--- src/design/pump_sup_pkg.sv ---
package pump_sup_pkg;
   // Clock and time base
   localparam int CLK_HZ = 100_000_000;
   localparam int TICK_S = 1;
   localparam int TICK_CYC = CLK_HZ * TICK_S;
   localparam int DEB_MS = 10;
   localparam int DEB_CYC = (CLK_HZ / 1000) * DEB_MS;
   // Limits
   localparam logic [7:0] TEMP_MAX_C = 8'h3c;
   localparam logic [9:0] P_OVER_W = 10'h0dc;
   localparam logic [7:0] T_OVER_S = 8'h14;
   localparam logic [9:0] P_START1_W = 10'h2bc;
   localparam logic [7:0] T_START1_S = 8'h2d;
   localparam logic [9:0] P_START2_W = 10'h15e;
   localparam logic [7:0] T_START2_S = 8'h87;
   localparam int T_LOW_MIN = 3;
   localparam logic [7:0] T_LOW_S = 8'(T_LOW_MIN * 60);
   // Speed points in percent of nominal
   localparam logic [6:0] F_START = 7'h3c;
   localparam logic [6:0] F_NOM = 7'h64;
   localparam logic [6:0] F_LOW = 7'h46;
   localparam logic [6:0] F_MIN_LOAD = 7'h46;
   // Register map
   localparam logic [7:0] A_VENT_DLY = 8'h00;
   localparam logic [7:0] A_LOAD_KNEE = 8'h04;
   localparam logic [7:0] A_STATUS = 8'h08;
   localparam logic [7:0] A_SPEED = 8'h0c;
   localparam logic [7:0] VENT_DLY_RST = 8'h0a;
   localparam logic [9:0] LOAD_KNEE_RST = 10'h096;
   // Status and speed register field positions
   localparam int SB_ARMED = 3;
   localparam int SB_ACK = 4;
   localparam int SB_LOW_REQ = 5;
   localparam int SB_LOW_ACT = 6;
   localparam int SB_DRIVE = 7;
   localparam int SB_OVL = 8;
   localparam int SB_FAULT = 9;
   localparam int SB_FORE = 10;
   localparam int SB_FAN = 11;
   localparam int SB_VENT = 12;
   localparam int SB_NORMAL = 13;
   localparam int SB_RUN_S = 16;
   localparam int SB_ROTOR = 8;
   localparam int SB_POWER = 16;
   typedef enum logic [2:0] {
      S_IDLE, S_ACC, S_SYNC, S_ACCEL, S_RUN, S_FAULT, S_PFAIL
   } run_state_t;
   typedef enum logic [1:0] {OWN_NONE, OWN_PANEL, OWN_REMOTE} low_owner_t;
endpackage

--- src/design/vacuum_pump_run_supervisor.sv ---
`timescale 1ns/1ps
`default_nettype none
module vacuum_pump_run_supervisor
   import pump_sup_pkg::*;
#(
   parameter int TICK_CYCLES = TICK_CYC,
   parameter int DEB_CYCLES = DEB_CYC
) (
   input wire logic i_clk_sys,
   input wire logic i_sys_rst,
   input wire logic i_hsel,
   input wire logic [31:0] i_haddr,
   input wire logic [1:0] i_htrans,
   input wire logic i_hwrite,
   input wire logic [2:0] i_hsize,
   input wire logic [31:0] i_hwdata,
   input wire logic i_hready,
   output logic [31:0] o_hrdata,
   output logic o_hreadyout,
   output logic o_hresp,
   input wire logic i_btn_onoff,
   input wire logic i_panel_low_sw,
   input wire logic i_remote_start,
   input wire logic i_remote_low,
   input wire logic i_interlock_ok,
   input wire logic i_power_good,
   input wire logic i_stator_short,
   input wire logic [7:0] i_pump_temp_c,
   input wire logic i_ctrl_overtemp,
   input wire logic [9:0] i_power_w,
   input wire logic [6:0] i_rotor_pct,
   output logic o_drive_en,
   output logic o_max_power,
   output logic [6:0] o_freq_pct,
   output logic o_normal_speed,
   output logic o_low_speed_ind,
   output logic o_overload,
   output logic o_fault,
   output logic o_forepump,
   output logic o_fan,
   output logic o_vent
);
   localparam int TW = $clog2(TICK_CYCLES);
   localparam int DW = $clog2(DEB_CYCLES);

   function automatic logic [7:0] sat_inc(input logic [7:0] v);
      sat_inc = (v == 8'hff) ? v : v + 8'h01;
   endfunction

   function automatic logic [6:0] lock_freq(input logic [6:0] rotor);
      lock_freq = (rotor > F_START) ? rotor : F_START;
   endfunction

   // Time base and button debounce
   logic [TW-1:0] tick_cnt_ff, nxt_tick_cnt;
   logic tick_ff, nxt_tick;
   logic [DW-1:0] deb_cnt_ff, nxt_deb_cnt;
   logic btn_stable_ff, nxt_btn_stable;
   logic press_ff, nxt_press;

   always_comb begin
      nxt_tick_cnt = tick_cnt_ff + 1'b1;
      nxt_tick = 1'b0;
      if (tick_cnt_ff == TW'(TICK_CYCLES - 1)) begin
         nxt_tick_cnt = '0;
         nxt_tick = 1'b1;
      end
      nxt_btn_stable = btn_stable_ff;
      nxt_press = 1'b0;
      nxt_deb_cnt = '0;
      if (i_btn_onoff != btn_stable_ff) begin
         nxt_deb_cnt = deb_cnt_ff + 1'b1;
         if (deb_cnt_ff == DW'(DEB_CYCLES - 1)) begin
            nxt_deb_cnt = '0;
            nxt_btn_stable = i_btn_onoff;
            nxt_press = i_btn_onoff;
         end
      end
   end

   always_ff @(posedge i_clk_sys or posedge i_sys_rst) begin
      if (i_sys_rst) begin
         tick_cnt_ff <= '0;
         tick_ff <= 1'b0;
         deb_cnt_ff <= '0;
         btn_stable_ff <= 1'b0;
         press_ff <= 1'b0;
      end else begin
         tick_cnt_ff <= nxt_tick_cnt;
         tick_ff <= nxt_tick;
         deb_cnt_ff <= nxt_deb_cnt;
         btn_stable_ff <= nxt_btn_stable;
         press_ff <= nxt_press;
      end
   end

   // Sequencer state
   run_state_t st_ff, nxt_st;
   low_owner_t own_ff, nxt_own;
   logic armed_ff, nxt_armed;
   logic ack_ff, nxt_ack;
   logic [7:0] run_s_ff, nxt_run_s;
   logic [7:0] over_s_ff, nxt_over_s;
   logic [7:0] vent_s_ff, nxt_vent_s;
   logic [6:0] freq_ff, nxt_freq;
   logic drive_ff, fore_ff, fan_ff, vent_ff, ovl_ff, fault_ff;
   logic normal_ff, low_ind_ff, maxp_ff;
   logic nxt_drive, nxt_fore, nxt_fan, nxt_vent, nxt_ovl, nxt_fault;
   logic nxt_normal, nxt_low_ind, nxt_maxp;
   logic [7:0] vent_dly_ff;
   logic [9:0] knee_ff;

   logic run_req, low_req, low_act, cause_now, ovl_trip, active;
   logic [9:0] excess;
   logic [6:0] cut, load_tgt, target, mode_tgt;

   always_comb begin
      run_req = armed_ff & i_remote_start & i_interlock_ok;
      nxt_own = own_ff;
      case (own_ff)
         OWN_NONE: begin
            if (i_panel_low_sw) begin
               nxt_own = OWN_PANEL;
            end else if (i_remote_low) begin
               nxt_own = OWN_REMOTE;
            end
         end
         OWN_PANEL: begin
            if (!i_panel_low_sw) begin
               nxt_own = OWN_NONE;
            end
         end
         OWN_REMOTE: begin
            if (!i_remote_low) begin
               nxt_own = OWN_NONE;
            end
         end
         default: nxt_own = OWN_NONE;
      endcase
      low_req = (own_ff != OWN_NONE);
      low_act = low_req & (run_s_ff >= T_LOW_S);
      excess = (i_power_w > knee_ff) ? (i_power_w - knee_ff) : 10'h000;
      cut = (excess[9:1] > 9'(F_NOM - F_MIN_LOAD)) ?
            (F_NOM - F_MIN_LOAD) : excess[7:1];
      load_tgt = F_NOM - cut;
      target = low_act ? F_LOW : load_tgt;
      mode_tgt = low_act ? F_LOW : F_NOM;
      active = (st_ff == S_ACC) | (st_ff == S_SYNC) |
               (st_ff == S_ACCEL) | (st_ff == S_RUN);
      cause_now = i_stator_short | (i_pump_temp_c > TEMP_MAX_C) | i_ctrl_overtemp;
      ovl_trip = cause_now;
      if (over_s_ff > T_OVER_S) begin
         ovl_trip = 1'b1;
      end
      if (st_ff != S_ACC && run_s_ff < T_START1_S && i_power_w > P_START1_W) begin
         ovl_trip = 1'b1;
      end
      if (run_s_ff >= T_START1_S && run_s_ff < 8'(T_START1_S + T_START2_S) &&
          i_power_w > P_START2_W) begin
         ovl_trip = 1'b1;
      end

      nxt_st = st_ff;
      nxt_armed = armed_ff;
      nxt_ack = ack_ff;
      nxt_freq = freq_ff;
      nxt_run_s = run_s_ff;
      nxt_over_s = over_s_ff;
      nxt_vent_s = vent_s_ff;
      if (tick_ff) begin
         nxt_run_s = sat_inc(run_s_ff);
         nxt_vent_s = sat_inc(vent_s_ff);
         if (i_power_w > P_OVER_W) begin
            nxt_over_s = sat_inc(over_s_ff);
         end
      end
      if (i_power_w <= P_OVER_W) begin
         nxt_over_s = 8'h00;
      end
      if (press_ff && st_ff != S_FAULT) begin
         nxt_armed = ~armed_ff;
      end
      case (st_ff)
         S_IDLE: begin
            nxt_run_s = 8'h00;
            nxt_over_s = 8'h00;
            if (run_req && !nxt_armed == 1'b0) begin
               nxt_st = S_ACC;
            end
         end
         S_ACC: begin
            nxt_run_s = 8'h00;
            if (tick_ff) begin
               nxt_st = S_SYNC;
               nxt_freq = lock_freq(i_rotor_pct);
            end
         end
         S_SYNC: begin
            nxt_freq = lock_freq(i_rotor_pct);
            nxt_st = S_ACCEL;
         end
         S_ACCEL: begin
            if (freq_ff >= target) begin
               nxt_st = S_RUN;
            end else if (tick_ff) begin
               nxt_freq = freq_ff + 7'h01;
            end
         end
         S_RUN: begin
            if (tick_ff && freq_ff < target) begin
               nxt_freq = freq_ff + 7'h01;
            end else if (tick_ff && freq_ff > target) begin
               nxt_freq = freq_ff - 7'h01;
            end
         end
         S_FAULT: begin
            if (press_ff && ack_ff) begin
               nxt_ack = 1'b0;
               nxt_armed = 1'b1;
               nxt_st = S_ACC;
               nxt_vent_s = 8'h00;
            end else if (press_ff && !cause_now) begin
               nxt_ack = 1'b1;
            end
         end
         S_PFAIL: begin
            nxt_run_s = 8'h00;
            nxt_over_s = 8'h00;
            if (i_power_good) begin
               nxt_st = armed_ff ? S_ACC : S_IDLE;
            end
         end
         default: nxt_st = S_IDLE;
      endcase
      if (active) begin
         nxt_vent_s = 8'h00;
         if (!run_req) begin
            nxt_st = S_IDLE;
            nxt_run_s = 8'h00;
         end
         if (ovl_trip) begin
            nxt_st = S_FAULT;
            nxt_ack = 1'b0;
            nxt_run_s = 8'h00;
         end
      end
      if (st_ff == S_IDLE && nxt_st == S_ACC) begin
         nxt_vent_s = 8'h00;
      end
      if (!i_power_good && st_ff != S_FAULT) begin
         nxt_st = S_PFAIL;
      end
      // Zero whenever drive is off, so a cut start leaves no stale preset
      if (nxt_st != S_SYNC && nxt_st != S_ACCEL && nxt_st != S_RUN) begin
         nxt_freq = 7'h00;
      end

      nxt_drive = (nxt_st == S_SYNC) | (nxt_st == S_ACCEL) | (nxt_st == S_RUN);
      nxt_maxp = (nxt_st == S_SYNC) | (nxt_st == S_ACCEL);
      nxt_fore = nxt_drive | (nxt_st == S_ACC);
      nxt_fan = nxt_fore;
      nxt_ovl = (nxt_st == S_FAULT);
      nxt_fault = (nxt_st == S_FAULT);
      nxt_normal = (nxt_st == S_RUN) & (nxt_freq == mode_tgt);
      nxt_low_ind = (nxt_st == S_RUN) & low_act;
      nxt_vent = !nxt_fore && (st_ff != S_IDLE || vent_s_ff != 8'h00) &&
                 (nxt_vent_s >= vent_dly_ff);
   end

   always_ff @(posedge i_clk_sys or posedge i_sys_rst) begin
      if (i_sys_rst) begin
         st_ff <= S_IDLE;
         own_ff <= OWN_NONE;
         armed_ff <= 1'b0;
         ack_ff <= 1'b0;
         run_s_ff <= 8'h00;
         over_s_ff <= 8'h00;
         vent_s_ff <= 8'h00;
         freq_ff <= 7'h00;
         drive_ff <= 1'b0;
         maxp_ff <= 1'b0;
         fore_ff <= 1'b0;
         fan_ff <= 1'b0;
         ovl_ff <= 1'b0;
         fault_ff <= 1'b0;
         normal_ff <= 1'b0;
         low_ind_ff <= 1'b0;
         vent_ff <= 1'b0;
      end else begin
         st_ff <= nxt_st;
         own_ff <= nxt_own;
         armed_ff <= nxt_armed;
         ack_ff <= nxt_ack;
         run_s_ff <= nxt_run_s;
         over_s_ff <= nxt_over_s;
         vent_s_ff <= nxt_vent_s;
         freq_ff <= nxt_freq;
         drive_ff <= nxt_drive;
         maxp_ff <= nxt_maxp;
         fore_ff <= nxt_fore;
         fan_ff <= nxt_fan;
         ovl_ff <= nxt_ovl;
         fault_ff <= nxt_fault;
         normal_ff <= nxt_normal;
         low_ind_ff <= nxt_low_ind;
         vent_ff <= nxt_vent;
      end
   end

   // AHB-Lite slave, zero wait states
   logic wr_ff, nxt_wr;
   logic [7:0] waddr_ff, nxt_waddr;
   logic [31:0] rdata_ff, nxt_rdata;
   logic [7:0] nxt_vent_dly;
   logic [9:0] nxt_knee;
   logic addr_ph;

   always_comb begin
      addr_ph = i_hsel & i_hready & i_htrans[1];
      nxt_wr = addr_ph & i_hwrite;
      nxt_waddr = i_haddr[7:0];
      nxt_rdata = 32'h0000_0000;
      if (addr_ph && !i_hwrite) begin
         case (i_haddr[7:0])
            A_VENT_DLY: nxt_rdata = {24'h000000, vent_dly_ff};
            A_LOAD_KNEE: nxt_rdata = {22'h0, knee_ff};
            A_STATUS: begin
               nxt_rdata[2:0] = st_ff;
               nxt_rdata[SB_ARMED] = armed_ff;
               nxt_rdata[SB_ACK] = ack_ff;
               nxt_rdata[SB_LOW_REQ] = low_req;
               nxt_rdata[SB_LOW_ACT] = low_act;
               nxt_rdata[SB_DRIVE] = drive_ff;
               nxt_rdata[SB_OVL] = ovl_ff;
               nxt_rdata[SB_FAULT] = fault_ff;
               nxt_rdata[SB_FORE] = fore_ff;
               nxt_rdata[SB_FAN] = fan_ff;
               nxt_rdata[SB_VENT] = vent_ff;
               nxt_rdata[SB_NORMAL] = normal_ff;
               nxt_rdata[SB_RUN_S +: 8] = run_s_ff;
            end
            A_SPEED: begin
               nxt_rdata[6:0] = freq_ff;
               nxt_rdata[SB_ROTOR +: 7] = i_rotor_pct;
               nxt_rdata[SB_POWER +: 10] = i_power_w;
            end
            default: nxt_rdata = 32'h0000_0000;
         endcase
      end
      nxt_vent_dly = vent_dly_ff;
      nxt_knee = knee_ff;
      if (wr_ff && waddr_ff == A_VENT_DLY) begin
         nxt_vent_dly = i_hwdata[7:0];
      end
      if (wr_ff && waddr_ff == A_LOAD_KNEE) begin
         nxt_knee = i_hwdata[9:0];
      end
   end

   always_ff @(posedge i_clk_sys or posedge i_sys_rst) begin
      if (i_sys_rst) begin
         wr_ff <= 1'b0;
         waddr_ff <= 8'h00;
         rdata_ff <= 32'h0000_0000;
         vent_dly_ff <= VENT_DLY_RST;
         knee_ff <= LOAD_KNEE_RST;
      end else begin
         wr_ff <= nxt_wr;
         waddr_ff <= nxt_waddr;
         rdata_ff <= nxt_rdata;
         vent_dly_ff <= nxt_vent_dly;
         knee_ff <= nxt_knee;
      end
   end

   assign o_hrdata = rdata_ff;
   assign o_hreadyout = 1'b1;
   assign o_hresp = 1'b0;
   assign o_drive_en = drive_ff;
   assign o_max_power = maxp_ff;
   assign o_freq_pct = freq_ff;
   assign o_normal_speed = normal_ff;
   assign o_low_speed_ind = low_ind_ff;
   assign o_overload = ovl_ff;
   assign o_fault = fault_ff;
   assign o_forepump = fore_ff;
   assign o_fan = fan_ff;
   assign o_vent = vent_ff;
endmodule
`default_nettype wire

--- config.mk ---
export PLATFORM = sky130hd
export DESIGN_NAME = vacuum_pump_run_supervisor
export DESIGN_NICKNAME = d
export VERILOG_FILES = /design/src/design/pump_sup_pkg.sv /design/src/design/vacuum_pump_run_supervisor.sv
export SDC_FILE = /design/constraint.sdc
export NUM_CORES = 1
export LEC_CHECK = 0
export ABC_AREA = 1
export BUFFER_PORTS_ARGS = -buffer_cell sky130_fd_sc_hd__buf_2
export CAP_MARGIN = 20
export CELL_PAD_IN_SITES_DETAIL_PLACEMENT = 0
export CELL_PAD_IN_SITES_GLOBAL_PLACEMENT = 1
export CORE_AREA = 8 8 164 166
export CTS_CLUSTER_SIZE = 25
export DETAILED_ROUTE_END_ITERATION = 8
export DIE_AREA = 0 0 172 174
export GPL_TIMING_DRIVEN = 0
export HOLD_SLACK_MARGIN = 0.06
export PLACE_DENSITY = 0.87
export SKIP_LAST_GASP = 1
export SLEW_MARGIN = 20
export SYNTH_ARGS = -nofsm -noshare
export SYNTH_HDL_FRONTEND = slang
export SYNTH_SLANG_ARGS = --single-unit
--- constraint.sdc ---
create_clock -name i_clk_sys -period 4.35 [get_ports i_clk_sys]
set_input_delay 0.6525 -clock i_clk_sys [delete_from_list [all_inputs] [get_ports i_clk_sys]]
set_output_delay 0.6525 -clock i_clk_sys [all_outputs]
set_load 0.05 [all_outputs]
# Word level (Yosys, flattened, before mapping)
# Cells that the tools add are included.
[classes] bitwise=17 n_reduce_logical=38 mux=69 add_sub_neg=9 order_cmp=17 n_eq_ne=34
[ops] operator="$mux 8" n=17
[ops] operator="$mux 7" n=9
[ops] operator="$pmux 7 s4" n=2
[ops] operator="$mux 20" n=2
[ops] operator="$add 27x1->27 const B" n=1
[ops] operator="$eq 27x27->1 const B" n=1
[ops] operator="$mux 27" n=1
[ops] operator="$mux 3" n=9
[ops] operator="$mux 26" n=1
[ops] operator="$add 8x1->8 const B" n=3
[ops] operator="$eq 8x8->1 const B" n=3
[ops] operator="$pmux 3 s7" n=1
[ops] operator="$add 20x1->20 const B" n=1
[ops] operator="$eq 20x20->1 const B" n=1
[ops] operator="$logic_and 1x1->1" n=19
[ops] operator="$pmux 6 s3" n=1
[ops] operator="$eq 8x3->1 const B" n=2
[ops] operator="$eq 8x4->1 const B" n=2
[ops] operator="$logic_not 8->1" n=2
[ops] operator="$mux 1" n=16
[ops] operator="$pmux 8 s2" n=1
[ops] operator="$eq 3x3->1 const B" n=5
[ops] operator="$eq 3x2->1 const B" n=4
[ops] operator="$gt 10x10->1" n=1
[ops] operator="other kinds (48)" n=79
[word_totals] elab_cells=209 reg_bits=154 inputBits=107 out_inout_bits=50

# Depth between registers and ports, before layout
[depth] word_depth=20 depth_mapped=35 mapped_depth_nobuf=35

# Worst setup path after synthesis
# OpenSTA, ideal clock, no wires.
[synth_timing] kind="input to register" from="in i_power_w[0]" to="reg normal_ff, in the netlist o_normal_speed" n_path_buf=0 stages=31 setup_ps=115 slack_ps=-117 arrival_time_ps=4352 required_time_ps=4235 cell_sequence="inv_1 -> ha_1 -> inv_1 -> fa_1 -> nand3_1 -> nand2_1 -> a21oi_1 -> xor2_1 -> nand2_1 -> nor2_1 -> nand3_1 -> inv_1 -> nand3_1 -> ha_1 -> nand3b_1 -> nand3_1 -> nand3_1 -> ha_1 -> nand2_1 -> nor2_2 -> nand2_2 -> nand2_1 -> nand2_1 -> nor2_2 -> nand2_1 -> a21oi_1 -> o21ai_0 -> a21oi_1 -> nor2_4 -> nand3_1 -> nor2_1"
[synth_between] elab_chain_len=19 elab_cells_between_ends=37 classes_between="2 x add/sub; 7 x order compare; 5 x eq/ne; 16 x mux; 1 x bitwise; 6 x reduce/logical"
[synth_rtl] item="from (decl)" line_no="vacuum_pump_run_supervisor.sv:30" source="input wire logic [9:0] i_power_w,"
[synth_rtl] item="$sub 10x10->10 / $gt 10x10->1 (equally long branches)" line_no="vacuum_pump_run_supervisor.sv:142" source="excess = (i_power_w > knee_ff) ? (i_power_w - knee_ff) : 10'h000;"
[synth_rtl] item="$mux 10" line_no="vacuum_pump_run_supervisor.sv:142"
[synth_rtl] item="$gt 9x5->1" line_no="vacuum_pump_run_supervisor.sv:143" source="cut = (excess[9:1] > 9'(F_NOM - F_MIN_LOAD)) ?"
[synth_rtl] item="$mux 7" line_no="vacuum_pump_run_supervisor.sv:143"
[synth_rtl] item="$sub 7x7->7" line_no="vacuum_pump_run_supervisor.sv:145" source="load_tgt = F_NOM - cut;"
[synth_rtl] item="$mux 7" line_no="vacuum_pump_run_supervisor.sv:146" source="target = low_act ? F_LOW : load_tgt;"
[synth_rtl] item="$ge 7x7->1" line_no="vacuum_pump_run_supervisor.sv:203" source="if (freq_ff >= target) begin"
[synth_rtl] item="$mux 3" line_no="vacuum_pump_run_supervisor.sv:203"
[synth_rtl] item="[... 4 more ...]"
[synth_rtl] item="$mux 3" line_no="vacuum_pump_run_supervisor.sv:250" source="if (!i_power_good && st_ff != S_FAULT) begin"
[synth_rtl] item="$ne 3x2->1" line_no="vacuum_pump_run_supervisor.sv:254" source="if (nxt_st != S_SYNC && nxt_st != S_ACCEL && nxt_st != S_RUN) begin"
[synth_rtl] item="$logic_and 1x1->1 (2 in series)" line_no="vacuum_pump_run_supervisor.sv:254"
[synth_rtl] item="$mux 7 (*)" line_no="vacuum_pump_run_supervisor.sv:254"
[synth_rtl] item="net nxt_freq[6]" line_no="vacuum_pump_run_supervisor.sv:105" source="logic [6:0] freq_ff, nxt_freq;"
[synth_rtl] item="$eq 7x7->1 (*)" line_no="vacuum_pump_run_supervisor.sv:264" source="nxt_normal = (nxt_st == S_RUN) & (nxt_freq == mode_tgt);"
[synth_rtl] item="$and 1x1->1 (*)" line_no="vacuum_pump_run_supervisor.sv:264"
[synth_rtl] item="net nxt_normal" line_no="vacuum_pump_run_supervisor.sv:109" source="logic nxt_normal, nxt_low_ind, nxt_maxp;"
[synth_rtl] item="to (signal assigned)" line_no="vacuum_pump_run_supervisor.sv:304" source="normal_ff <= nxt_normal;"
[synth_rtl] item="to (decl)" line_no="vacuum_pump_run_supervisor.sv:107" source="logic normal_ff, low_ind_ff, maxp_ff;"
# Mark *: on every way through the listed nets, which the timed path passes. The rest lies on a longest branch.
# A chain may end at the register's enable or synchronous reset.

# Worst setup path in the final report
[layout_timing] from="reg knee_ff[2]" to="reg normal_ff, in the netlist o_normal_speed"
[layout_between] elab_chain_len=19 elab_cells_between_ends=31 classes_between="2 x add/sub; 5 x order compare; 5 x eq/ne; 14 x mux; 1 x bitwise; 4 x reduce/logical"
[layout_rtl] item="from (decl)" line_no="vacuum_pump_run_supervisor.sv:111" source="logic [9:0] knee_ff;"
[layout_rtl] item="from (signal assigned)" line_no="vacuum_pump_run_supervisor.sv:372" source="knee_ff <= nxt_knee;"
[layout_rtl] item="$sub 10x10->10 / $gt 10x10->1 (equally long branches)" line_no="vacuum_pump_run_supervisor.sv:142"
[layout_rtl] item="$mux 10 (*)" line_no="vacuum_pump_run_supervisor.sv:142"
[layout_rtl] item="$gt 9x5->1" line_no="vacuum_pump_run_supervisor.sv:143"
[layout_rtl] item="$mux 7 (*)" line_no="vacuum_pump_run_supervisor.sv:143"
[layout_rtl] item="$sub 7x7->7 (*)" line_no="vacuum_pump_run_supervisor.sv:145"
[layout_rtl] item="$mux 7 (*)" line_no="vacuum_pump_run_supervisor.sv:146"
[layout_rtl] item="$ge 7x7->1" line_no="vacuum_pump_run_supervisor.sv:203"
[layout_rtl] item="$mux 3" line_no="vacuum_pump_run_supervisor.sv:203"
[layout_rtl] item="[... 3 more ...]"
[layout_rtl] item="$mux 3" line_no="vacuum_pump_run_supervisor.sv:235" source="if (active) begin"
[layout_rtl] item="$mux 3" line_no="vacuum_pump_run_supervisor.sv:250"
[layout_rtl] item="$ne 3x2->1" line_no="vacuum_pump_run_supervisor.sv:254"
[layout_rtl] item="$logic_and 1x1->1 (2 in series)" line_no="vacuum_pump_run_supervisor.sv:254"
[layout_rtl] item="$mux 7" line_no="vacuum_pump_run_supervisor.sv:254"
[layout_rtl] item="$eq 7x7->1" line_no="vacuum_pump_run_supervisor.sv:264"
[layout_rtl] item="$and 1x1->1 (*)" line_no="vacuum_pump_run_supervisor.sv:264"
[layout_rtl] item="net nxt_normal" line_no="vacuum_pump_run_supervisor.sv:109"
# Marked as above.

==> flow_summary.toml <==
[outcome]
outcome = "complete, but fails checks"
violations = "negative setup slack"

[clock_network]
ctsLongestPathBuffers = 2
htree_levels = 4
cts-root-buf = "clkbuf_16"
path_clk_slew_ns = 0.06
cts.sinks = 147
cts_hold_buf = 0
numCtsBuffers = 17
clk_latency_ns = 0.42
cts_tree = "done"

[placement]
dp_hpwl_microns = 18900
routabilityCongestion = 0.882
port_buffers = 97

[sta]
setup_slack_ns = -0.132
fin_crit_ns = 4.48
fin_hold_ws_ns = 0.229
setup_violations = 6
worstMarginPinSlew_ns = 0.959
relSlewSlack_pct = 35.5
finalMaxSlewViolations = 0
rsz0062_at_grt = "true"
fin_crit_sh_pct = 103
hold_violations = 0
fmax_mhz = 223
finalClockSkew_ns = 0.00768

[routing]
drtAntennaViolNets = 0
drc_errors = 0
dr_total_vias = 8280
wl_per_cell_microns = 14.8
detail_route.iter0.violations = 561
firstDrtPassIters = 5
vias_per_cell = 4.95
drt-total-wl_microns = 24800

[yosys]
ys_seq_area_share_pct = 41.5
mappedNetlistArea_sq_um = 8880
synth_xor_xnor_area_share_pct = 3.75
synthCells = 1167
synth_top_family_by_area = "simple AND/OR/NAND/NOR gates"
synth.distinct_cells = 58
synth_top_area_share_pct = 39.7
yosysTopAreaCell = "dfrtp_1"
synth_mux_area_share_pct = 0
synth-edff-count = 0
synth_async_sr_flop_share_pct = 100
ys.flop_type = "dfrtp_1"
synth_fa_ha_area_share_pct = 5.44
ys_ff_latch = 147
yosys.area_share.simple_pct = 29.1
ys.warnings.count = 0
syn_avg_cell_area_sq_um = 7.61
synthTopCellsByArea = "dfrtp_1 (40%), nand2_1 (11%), inv_1 (7.0%)"
synth_compound_area_share_pct = 11.2

[layout]
layout_commonest_cell = "nand2_1"
fill_cells = 2466
fin_util_pct = 45.8
n_antenna_cell = 0
layout_common_cells = "nand2_1 (232), inv_1 (155), nor2_1 (141), dfrtp_1 (141), buf_2 (104)"
area.growth.synth_to_final_pct = 26.4
seqCellArea_sq_um = 3690
drive_above_1_share_pct = 22.2
fin_nets = 1477
multiInputGateArea_sq_um = 4820

[critical_path]
critical_path_class = "reg2reg"
max_stage_delay_ns = 0.53
cp_max_fo = 9
critPathSlowestCell = "dfstp_2"
crit_path_end_kind = "flop"
critPathRequiredTime_ns = 4.71
arrival_ns = 4.84
crit_path_start_kind = "flop"
crit_top_cell = "nand2_1"

[power]
ir_worst_vdd_mv = 0.223
leakagePower_uw = 0.00565
powerDensity_nw_per_um2 = 289

[global_routing]
grt_pass1_wl_microns = 39700
first_global_vias = 7985
antenna_found_initial = 0
track_usage_pct = 16.4
grt_max_degree = 36
grt-ovfl-total = 0

[run]
cap_violations = 0

[die]
die_x_microns = 172
rows = 58
initial_core_util_pct = 36.2
pin_count = 157
fp.dieArea_sq_um = 29900
core_area_sq_um = 24500
die_h_microns = 174

[worst_hold_path]
hold_class = "in2async"
## worst max-delay path: cells and delay by family, from the launching register on
family	cells	cell delay, ns
AO/OA/AOI/OAI	4	0.66
XOR/XNOR	1	0.21
AND/OR/NAND/NOR	19	2.01
buffers and inverters	4	0.38
adder cells (fa/ha/maj)	3	0.61
flip-flops	1	0.53
## metrics by stage
stage          TNS, ns  area, sq um  setup WS, ns  instances  power, uW
2_1_floorplan        0         8940      0.000944       1175       1540
3_3_place_gp     -7.00         9840        -0.817       1602       1610
3_5_place_dp     -7.99         9920        -0.850       1606       1620
4_1_cts        -0.0808        10900       -0.0808       1659       3250
5_1_grt          -2.90        11200        -0.363       1674       3350
6_report        -0.422        11200        -0.132       1674       3240
## synth_stat cells (all sizes together), types with 3 or more instances
cell type    n
dfstp        6
a21oi       64
xor2        31
o22ai        5
nor3        36
o211ai       3
clkbuf       7
a31oi        7
a21boi       3
dfrtp      141
nand2      256
o21a         3
nand4       25
a221oi       6
nand3       69
buf         18
inv        171
ha          37
a41oi        4
o21ai       51
nor2       160
xnor2        7
a211oi       6
nor3b       14
or2          4
nor4        12
nand3b       4
## path summary, 6_finish.rpt
kind	start	endpoint	slack, ns	cells past startpoint
min	i_sys_rst	tick_cnt_ff[15]$_DFF_PP0_	0.23	2
max reg2reg	knee_ff[2]$_DFFE_PP1P_	o_normal_speed$_DFF_PP0_	-0.13	31
max	knee_ff[2]$_DFFE_PP1P_	o_normal_speed$_DFF_PP0_	-0.13	31
min reg2reg	tick_cnt_ff[0]$_DFF_PP0_	tick_cnt_ff[0]$_DFF_PP0_	0.46	1
min in group i_clk_sys	i_haddr[7]	waddr_ff[7]$_DFF_PP0_	0.35	1
max in group asynchronous	i_sys_rst	knee_ff[2]$_DFFE_PP1P_	3.30	4
## power breakdown
| group | switching (uW) | internal (uW) | total (uW) | leakage [uW] |
|---|---|---|---|---|
| clock | 565 | 1030 | 1590 | 0.000307 |
| combinational | 164 | 97.5 | 262 | 0.00347 |
| sequential | 6.41 | 1380 | 1390 | 0.00188 |
## logic make-up (layout without fill, tap and decap cells)
| group | Yosys count | in the layout |
|---|---|---|
| simple gates | 582 | 582 |
| compound gates | 164 | 164 |
| buf+inv | 196 | 365 |
| fa+ha+maj | 38 | 38 |
| other cells | 2 | 10 |
| xor+xnor | 38 | 38 |
| flops | 147 | 147 |
## layer usage
| layer | vias to the layer above | part of all wire [%] | global-route usage (%) |
|---|---|---|---|
| li1 | 4118 | - | - |
| met1 | 3857 | 46 | 22.3 |
| met2 | 276 | 45 | 26.3 |
| met3 | 29 | 7.3 | 3.20 |
| met4 | 0 | 1.7 | 4.24 |
| met5 | - | 0 | 0 |
## cell type report
class	instances	share of cell area [%]
Timing Repair Buffer	138	7.83
Clock buffer	21	4.01
Tap cell	330	3.68
Inverter	171	5.82
Sequential cell	147	32.8
Multi-Input combinational cell	832	42.9
Clock inverter	10	1.62
Buffer	25	1.28
## sequential cells by signal (all words and copies together), names as in the netlist, 2 cells and up
signal	count
over_s_ff	8
vent_s_ff	8
knee_ff	10
run_s_ff	8
tick_cnt_ff	27
waddr_ff	8
st_ff	3
o_freq_pct	7
deb_cnt_ff	20
vent_dly_ff	8
o_hrdata	25
own_ff	2
## timing repair
action / in CTS / in global routing
setup buffers: 22 / 15
endpoints found under the setup margin: 15 / 15
pin swaps: 36 / 44
resized for setup: 47 / 45
Power figures use the tool's default switching activity.
